File: src/hdl/sar_adc_defs.svh
// Timing and width constants for the converter control block.
`ifndef SAR_ADC_DEFS_SVH
`define SAR_ADC_DEFS_SVH
`define RESULT_WIDTH     18
`define CLK_PERIOD_NS    8
`define CONV_TIME_NS     460
`define CONV_CYCLES      ((`CONV_TIME_NS + `CLK_PERIOD_NS - 1) / `CLK_PERIOD_NS)
`define STEP_CYCLES      3
`endif

File: src/hdl/sar_adc_pkg.sv
// Types shared by the converter control block.
package sar_adc_pkg;
    typedef enum logic [1:0] {
        st_acquire = 2'b00,
        st_convert = 2'b01
    } conv_state_t;
endpackage

File: src/hdl/sar_adc_ctrl.sv
// Control and serial readout of an 18-bit successive-approximation converter.
// Function
// RULE_01 - Convert strobe rising edge starts conversion
// RULE_02 - Busy high during conversion only
// RULE_03 - Cascade select low: pin enables output
// RULE_04 - Cascade select high: pin is data in
// RULE_05 - Shift out MSB first per SCK rise
// RULE_06 - Result is two's complement
// RULE_07 - Result code is 18 bits
// RULE_08 - Search one bit per step, MSB down
// RULE_09 - Finished code loaded into output path
// RULE_10 - Internal timer times conversion
// RULE_11 - Result readable right after conversion
// RULE_12 - Nap between conversions
// RULE_13 - Track input outside conversion
// RULE_14 - Host keeps SCK quiet after strobe
// RULE_15 - Output enabled when read enable low
// RULE_16 - Next bit after each SCK rise
// RULE_17 - MSB present before first SCK rise
// RULE_18 - Output released when read enable high
// RULE_19 - Cascade data follows own word
`timescale 1ns/1ps
`include "sar_adc_defs.svh"
module sar_adc_ctrl
    import sar_adc_pkg::*;
(
    // Clock and reset.
    input  wire logic                     core_clk,
    input  wire logic                     resetn,
    // Host pins.
    input  wire logic                     convert_strobe,
    input  wire logic                     cascade_select,
    input  wire logic                     read_enable_or_cascade_in,
    input  wire logic                     sck,
    input  wire logic                     comparator_high,
    // Serial data output as two signals, and the busy flag.
    output logic                          sdo_out,
    output logic                          sdo_oe,
    output logic                          busy,
    // Analog front end control.
    output logic [`RESULT_WIDTH-1:0]      capacitive_dac,
    output logic                          track,
    output logic                          nap
);
    localparam int W = `RESULT_WIDTH;
    localparam int CONV_CYC = `CONV_CYCLES;

    logic cnv_rise;
    logic sck_rise;
    logic pin_low;
    logic pin_lvl;

    // Synchronised strobe, shift clock and shared pin.
    edge_sync u_cnv (
        .core_clk (core_clk),
        .resetn   (resetn),
        .async_in (convert_strobe),
        .level    (),
        .rise     (cnv_rise)
    );
    edge_sync u_sck (
        .core_clk (core_clk),
        .resetn   (resetn),
        .async_in (sck),
        .level    (),
        .rise     (sck_rise)
    );
    edge_sync u_pin (
        .core_clk (core_clk),
        .resetn   (resetn),
        .async_in (~read_enable_or_cascade_in),
        .level    (pin_low),
        .rise     ()
    );

    // The pin enters inverted, so the reset value of the stages reads as a
    // high, released pin and no false enable follows reset.
    assign pin_lvl = ~pin_low;

    logic sel_meta;
    logic sel_sync;
    logic next_sel_meta;
    logic next_sel_sync;

    // Mode pin synchroniser; modes switch only between frames in practice.
    always_comb begin
        next_sel_meta = cascade_select;
        next_sel_sync = sel_meta;
    end
    always_ff @(posedge core_clk) begin
        if (!resetn) begin
            sel_meta <= 1'b0;
            sel_sync <= 1'b0;
        end else begin
            sel_meta <= next_sel_meta;
            sel_sync <= next_sel_sync;
        end
    end

    conv_state_t          state;
    conv_state_t          next_state;
    logic [W-1:0]         trial;
    logic [W-1:0]         next_trial;
    logic [W-1:0]         bit_mask;
    logic [W-1:0]         next_bit_mask;
    logic [9:0]           timer;
    logic [9:0]           next_timer;
    logic [1:0]           step;
    logic [1:0]           next_step;
    logic [W-1:0]         shifter;
    logic [W-1:0]         next_shifter;
    logic                 next_busy;
    logic                 next_sdo_out;
    logic                 next_sdo_oe;
    logic                 next_track;
    logic                 next_nap;
    logic                 done;
    logic                 shift_en;

    // Both modes share one enable; in chain mode the pin carries data, so
    // the line is driven and shifted whatever level the pin shows.
    assign shift_en = sel_sync | ~pin_lvl; // RULE_03 RULE_04

    // Conversion sequencer and shift register.
    always_comb begin
        next_state    = state;
        next_trial    = trial;
        next_bit_mask = bit_mask;
        next_timer    = timer;
        next_step     = step;
        next_shifter  = shifter;
        done          = 1'b0;
        case (state)
            st_acquire: begin
                if (cnv_rise) begin                          // RULE_01
                    next_state    = st_convert;
                    next_bit_mask = {1'b1, {(W-1){1'b0}}};
                    next_trial    = {1'b1, {(W-1){1'b0}}};   // RULE_08
                    next_timer    = 10'h000;                 // RULE_10
                    next_step     = 2'h0;
                end
            end
            st_convert: begin
                next_timer = timer + 10'h001;
                if (step == 2'(`STEP_CYCLES - 1)) begin
                    next_step = 2'h0;
                    if (bit_mask != '0) begin
                        // Keep or drop the tested bit, then try the next.
                        next_trial = (comparator_high ? trial
                                      : trial & ~bit_mask)
                                     | (bit_mask >> 1);      // RULE_08
                        next_bit_mask = bit_mask >> 1;
                    end
                end else begin
                    next_step = step + 2'h1;
                end
                // The timer, not the search, fixes the conversion time.
                if (timer == 10'(CONV_CYC - 1)) begin        // RULE_10
                    next_state = st_acquire;
                    done       = 1'b1;
                end
            end
            default: next_state = st_acquire;
        endcase
        // Offset-binary search result to two's complement: flip the MSB.
        if (done) begin // RULE_09 RULE_11
            next_shifter = {~trial[W-1], trial[W-2:0]}; // RULE_06 RULE_07
        end else if (sck_rise && shift_en) begin // RULE_05 RULE_16
            // Cascade data enters behind the own word; a released output
            // keeps its word, so a later read still starts at the MSB.
            next_shifter = {shifter[W-2:0],
                            sel_sync & pin_lvl}; // RULE_19
        end
    end

    // Register the sequencer and the shift register.
    always_ff @(posedge core_clk) begin
        if (!resetn) begin
            state    <= st_acquire;
            trial    <= '0;
            bit_mask <= '0;
            timer    <= 10'h000;
            step     <= 2'h0;
            shifter  <= '0;
        end else begin
            state    <= next_state;
            trial    <= next_trial;
            bit_mask <= next_bit_mask;
            timer    <= next_timer;
            step     <= next_step;
            shifter  <= next_shifter;
        end
    end

    // Busy, track and nap follow the next sequencer state, so each
    // output leaves its flip-flop in the cycle in which that state begins.
    always_comb begin
        next_busy    = (next_state == st_convert);           // RULE_02
        next_track   = (next_state == st_acquire);           // RULE_13
        next_nap     = (next_state == st_acquire);           // RULE_12
        next_sdo_out = next_shifter[W-1];                    // RULE_17
        // Chain mode always drives; normal mode drives while pin is low.
        next_sdo_oe  = shift_en;                             // RULE_15 RULE_18
    end

    // Register the outputs.
    always_ff @(posedge core_clk) begin
        if (!resetn) begin
            busy           <= 1'b0;
            track          <= 1'b1;
            nap            <= 1'b1;
            sdo_out        <= 1'b0;
            sdo_oe         <= 1'b0;
            capacitive_dac <= '0;
        end else begin
            busy           <= next_busy;
            track          <= next_track;
            nap            <= next_nap;
            sdo_out        <= next_sdo_out;
            sdo_oe         <= next_sdo_oe;
            capacitive_dac <= next_trial;
        end
    end
endmodule // sar_adc_ctrl

File: src/hdl/edge_sync.sv
// Two-stage synchroniser with rising-edge detection.
`timescale 1ns/1ps
module edge_sync (
    // Clock and reset.
    input  wire logic core_clk,
    input  wire logic resetn,
    // Asynchronous input and its synchronised forms.
    input  wire logic async_in,
    output logic      level,
    output logic      rise
);
    logic meta;
    logic sync;
    logic last;
    logic next_meta;
    logic next_sync;
    logic next_last;

    // The first stage feeds only the second stage.
    always_comb begin
        next_meta = async_in;
        next_sync = meta;
        next_last = sync;
    end

    // Register the stages.
    always_ff @(posedge core_clk) begin
        if (!resetn) begin
            meta <= 1'b0;
            sync <= 1'b0;
            last <= 1'b0;
        end else begin
            meta <= next_meta;
            sync <= next_sync;
            last <= next_last;
        end
    end

    // Outputs follow the synchronised level.
    assign level = sync;
    assign rise  = sync & ~last;
endmodule // edge_sync

File: config.mk
export PLATFORM = sky130hd
export DESIGN_NAME = sar_adc_ctrl
export DESIGN_NICKNAME = d
export VERILOG_FILES = /design/src/hdl/sar_adc_pkg.sv /design/src/hdl/sar_adc_ctrl.sv /design/src/hdl/edge_sync.sv
export VERILOG_INCLUDE_DIRS = /design/src /design/src/hdl
export SDC_FILE = /design/constraint.sdc
export NUM_CORES = 1
export LEC_CHECK = 0
export BUFFER_PORTS_ARGS = -buffer_cell sky130_fd_sc_hd__buf_2
export CAP_MARGIN = 40
export CORE_ASPECT_RATIO = 0.6
export CORE_MARGIN = 1
export CORE_UTILIZATION = 63
export DETAILED_ROUTE_END_ITERATION = 8
export GPL_ROUTABILITY_DRIVEN = 0
export HOLD_SLACK_MARGIN = 0.15
export PLACE_DENSITY = 0.84
export SLEW_MARGIN = 40
export SYNTH_ARGS = -nofsm -noshare
export SYNTH_HDL_FRONTEND = slang
export SYNTH_HIERARCHICAL = 1
export SYNTH_SLANG_ARGS = --single-unit
File: constraint.sdc
create_clock -name core_clk -period 3.9 [get_ports core_clk]
set_input_delay 0.585 -clock core_clk [delete_from_list [all_inputs] [get_ports core_clk]]
set_output_delay 0.585 -clock core_clk [all_outputs]
set_load 0.05 [all_outputs]
## Yosys cells after proc, flatten, opt, wreduce, memory -nomap -nowiden

Index checks and enable logic that the tools add are counted.

- Input port bits: 7
- Logic and storage cells: 69
- Register bits: 81
- Output and inout bits: 23

- Reductions and logical operators: 8
- Equality and inequality tests: 7
- Mux-type cells: 20
- Bitwise logic cells: 12
- Add/sub/neg operators: 2

Operators with widths:

| cell | count |
|---|---|
| $mux W18 | 8 |
| $pmux W18 S2 | 2 |
| $pmux W10 S2 | 1 |
| $and A18 B18 Y18 | 1 |
| $not A18 Y18 | 1 |
| $or A18 B17 Y18 | 1 |
| $reduce_bool A18 Y1 | 1 |
| $add A10 B1 Y10 const B | 1 |
| $eq A10 B6 Y1 const B | 1 |
| $mux W10 | 1 |
| $mux W2 | 4 |
| $pmux W2 S2 | 2 |
| $ne A2 B2 Y1 const B | 3 |
| $not A1 Y1 | 5 |
| $eq A2 B1 Y1 const B | 2 |
| $logic_not A2 Y1 | 2 |
| $reduce_and A4 Y1 | 1 |
| $reduce_bool A2 Y1 | 2 |
| $and A1 B1 Y1 | 3 |
| $add A2 B1 Y2 const B | 1 |
| $eq A2 B2 Y1 const B | 1 |
| $mux W1 | 2 |
| $reduce_and A2 Y1 | 1 |
| $logic_and A1 B1 Y1 | 1 |
| $or A1 B1 Y1 | 1 |

## Depth between registers and ports, before layout

- Depth after elaboration: 7
- Mapped depth: 8

## Modules after synthesis

The synthesis kept the hierarchy.

By module, submodules not included:

| module | cells each | area each (µm²) | instances |
|---|---|---|---|
| sar_adc_ctrl | 349 | 3,146.8 | 1 |
| edge_sync | 7 | 92.6 | 3 |

## Worst setup path before layout

Ideal clock, no wire load.

- Kind: flip-flop to flip-flop
- Start point: reg timer[2]
- End point: reg shifter[16]
- Setup time: 0.116 ns
- Required time: 3.784 ns
- Stages on the path, launching flop included: 6
- Setup slack: 1.988 ns
- Data arrival time: 1.796 ns
- Clock period less this slack: 1.912 ns
- Path through: dfxtp_1 -> or4_4 -> or4_4 -> buf_6 -> buf_6 -> o211a_1

- Word-level cells in the longest chain between the ends: 4

Ends and longest elaborated chain:

| item | RTL line | RTL |
|---|---|---|
| start: declaration | sar_adc_ctrl.sv:106 | `logic [9:0] timer;` |
| start signal: assignment | sar_adc_ctrl.sv:189 | `timer <= next_timer;` |
| $eq A10 B6 Y1 (*) | sar_adc_ctrl.sv:158 | `if (timer == 10'(CONV_CYC - 1)) begin` |
| $mux W1 (*) | sar_adc_ctrl.sv:158 |  |
| $mux W1 (*) | sar_adc_ctrl.sv:133 | `case (state)` |
| $mux W18 or $reduce_bool A2 Y1 (tied branches) | - |  |
| end signal: assignment | sar_adc_ctrl.sv:191 | `shifter <= next_shifter;` |
| end: declaration | sar_adc_ctrl.sv:110 | `logic [W-1:0] shifter;` |

Every way passes the cells marked *; elsewhere a longest branch is shown, timed or not.
A chain may end at the register's enable or synchronous reset.

## Worst setup path in the final report

- Start point: reg timer[2]
- End point: reg shifter[17]

The elaborated chain is that of the path after synthesis.

==> metrics.md <==
| Metric | Value |
|---|---|
| Outcome | `completed` |
| Crit. End Element | `flip-flop` |
| # hold bufs at CTS | `0` |
| Core area | `0.00510 mm²` |
| Post-route ant nets | `0` |
| Skew final | `0.0101 ns` |
| Crit path required time | `4.15 ns` |
| Final setup fails | `0` |
| Area delta synth->final | `10.4%` |
| Hold Crit Class | `reg -> reg` |
| # port buffers | `29` |
| Post-CTS sizing | `0` |
| Top achievable clock speed | `484 MHz` |
| Worst VDD drop | `0.000406 V` |
| Post-DP HPWL | `4.44 mm` |
| Bufs on Longest Clock Path | `2` |
| Worst slew margin relative to its limit | `0.493` |
| Die Wd | `96.6 µm` |
| Slowest CP cell | `or4_4` |
| Initial Utilization | `0.663` |
| Vias in the first global route | `2351` |
| Post-Syn Area | `0.00338 mm²` |
| Sw Share | `0.214` |
| CTS clk-pin slew, worst paths | `0.08 ns` |
| Pwr dens | `412 mW/mm²` |
| Leak Pwr | `1.78 nW` |
| Vias per cell | `5.90` |
| Reg power frac | `0.544` |
| Largest net degree at the start of global routing | `80` |
| Net Switching | `0.000330 W` |
| MaxCap Viol Count | `0` |
| Comb power frac | `0.032` |
| Syn Inst Count | `367` |
| Pint | `0.00121 W` |
| Final core occ | `0.732` |
| Largest stage delay on the critical path | `0.70 ns` |
| Post-DR wirelength/cell | `15.1 µm` |
| Vias after detailed routing | `2690` |
| Fin Setup TNS | `0 ns` |
| CTS tree | `built` |
| DRC | `0` |
| Fraction of layout cells with a size suffix above 1 | `0.144` |
| Setup Crit Path Kind | `reg -> reg` |
| Grt ovf | `0` |
| Final hold violation count | `0` |
| Critical Path AT | `2.32 ns` |
| Synth Area per Inst | `9.22 µm²` |
| Final Critical Period | `2.06 ns` |
| Most common cell on crit path | `or4_4` |
| Final slew viol count | `0` |
| First-pass GRT wire length | `11.4 mm` |
| CTS Sinks | `81` |
| Tot GR Track Use | `0.258` |
| H-tree depth | `3` |
| Clock Power Share | `0.424` |
| RSZ-0062 raised after global routing | `false` |
| Worst Tran Pin Value | `0.758 ns` |
| Crit start category | `flip-flop` |
| CTS Root Cell | `clkbuf_8` |
| Routed WL | `6.87 mm` |
| Die Footprint | `0.00568 mm²` |
| Critical path fanouts, max | `34` |
| Cell breakdown of the critical path | `or4_4 -> or4_4 -> mux2i_1 -> and2_1` |
| Post-route clock period utilization | `0.529` |
| Setup bufs post-CTS | `0` |
| IO Count | `30` |
| Number of buffers created by CTS | `9` |
| Antenna violations before repair | `0` |
| Insertion delay to the later sink of the worst-skew pair | `0.36 ns` |
| 1st-pass router iterations | `4` |
| Cell Rows | `20` |
| DRT iter0 DRCs | `235` |
| Final nets | `394` |
| Synthesized Nets | `376` |
| Die H | `58.8 µm` |
| Yosys warning count | `6` |
| Inserted Diodes | `0` |
==> stage by stage <==
stage | std cells | instance area (µm²) | power, W | setup slack (ns) | hold slack (ns)
floorplan | 367 | 3380 | 0.000892 | 1.99 | 0.406
global route | 456 | 3740 | 0.00159 | 1.78 | 0.433
finish | 456 | 3740 | 0.00154 | 1.84 | 0.429
detailed placement | 440 | 3520 | 0.000906 | 1.88 | 0.417
global placement | 440 | 3510 | 0.000905 | 1.90 | 0.412
CTS | 456 | 3740 | 0.00155 | 1.86 | 0.423
==> power by group through the flow <==
stage / Sequential [W] / Clock [W] / Combinational, W
6_report: 0.000838 / 0.000653 / 0.0000485
5_1_grt: 0.000839 / 0.000699 / 0.0000529
4_1_cts: 0.000838 / 0.000659 / 0.0000484
3_5_place_dp: 0.000858 / 0 / 0.0000484
3_3_place_gp: 0.000857 / 0 / 0.0000478
2_1_floorplan: 0.000861 / 0 / 0.0000315
==> flip-flops by register name, summed over array words and instances (netlist names), 2 cells and up <==
signal          cells
state               2
timer              10
capacitive_dac     18
shifter            18
bit_mask           18
step                2
==> worst paths after layout <==
| path | start | end | slack [ns] | cells past startpoint |
|---|---|---|---|---|
| setup / recovery | timer[2] | shifter[17] | 1.84 | 4 |
| hold / removal | u_pin/meta | u_pin/level | 0.43 | 1 |
| setup reg to reg | timer[2] | shifter[17] | 1.84 | 4 |
| hold reg to reg | u_pin/meta | u_pin/level | 0.43 | 1 |
==> area by class of cell <==
type,count,area [µm²]
clock inverters,5,80.1
inverters,6,22.5
repair buffers,31,163
multi-input cells,256,1640
well taps,66,82.6
flip-flops and latches,81,1620
clock buffers,11,131
fillers,395,1370
==> cells in the final DEF, fill, tap and decap left out, types with 2 or more instances in the layout <==
cell type and instances:
a21boi_0 29, a21oi_1 20, and2_1 15, buf_2 28, buf_4 3, bufinv_16 2
clkbuf_1 2, clkbuf_8 9, clkinvlp_4 2, dfxtp_1 81, ha_1 2, inv_1 5
mux2i_1 20, nand2_1 59, nand3_1 13, nor2_1 6, nor2b_1 3, nor2b_4 2
nor3_1 2, nor4_1 5, o211a_1 19, o211ai_1 2, o21a_1 5, o21ai_0 29
o311a_1 3, or4_4 2
==> critical path, delay by kind of cell, from the launching register on <==
family,cells,cell delay [ns]
and+or+nand+nor,3,1.42
DFF,1,0.36
muxes,1,0.18
==> layer usage <==
metal	global-route usage	vias up	wire length (µm)
li1	-	1331	-
met1	0.357	1271	3390
met2	0.390	79	2970
met3	0.0689	9	411
met4	0.0959	0	94
met5	0	-	0
Note: power is estimated with default switching activity, not from simulation.
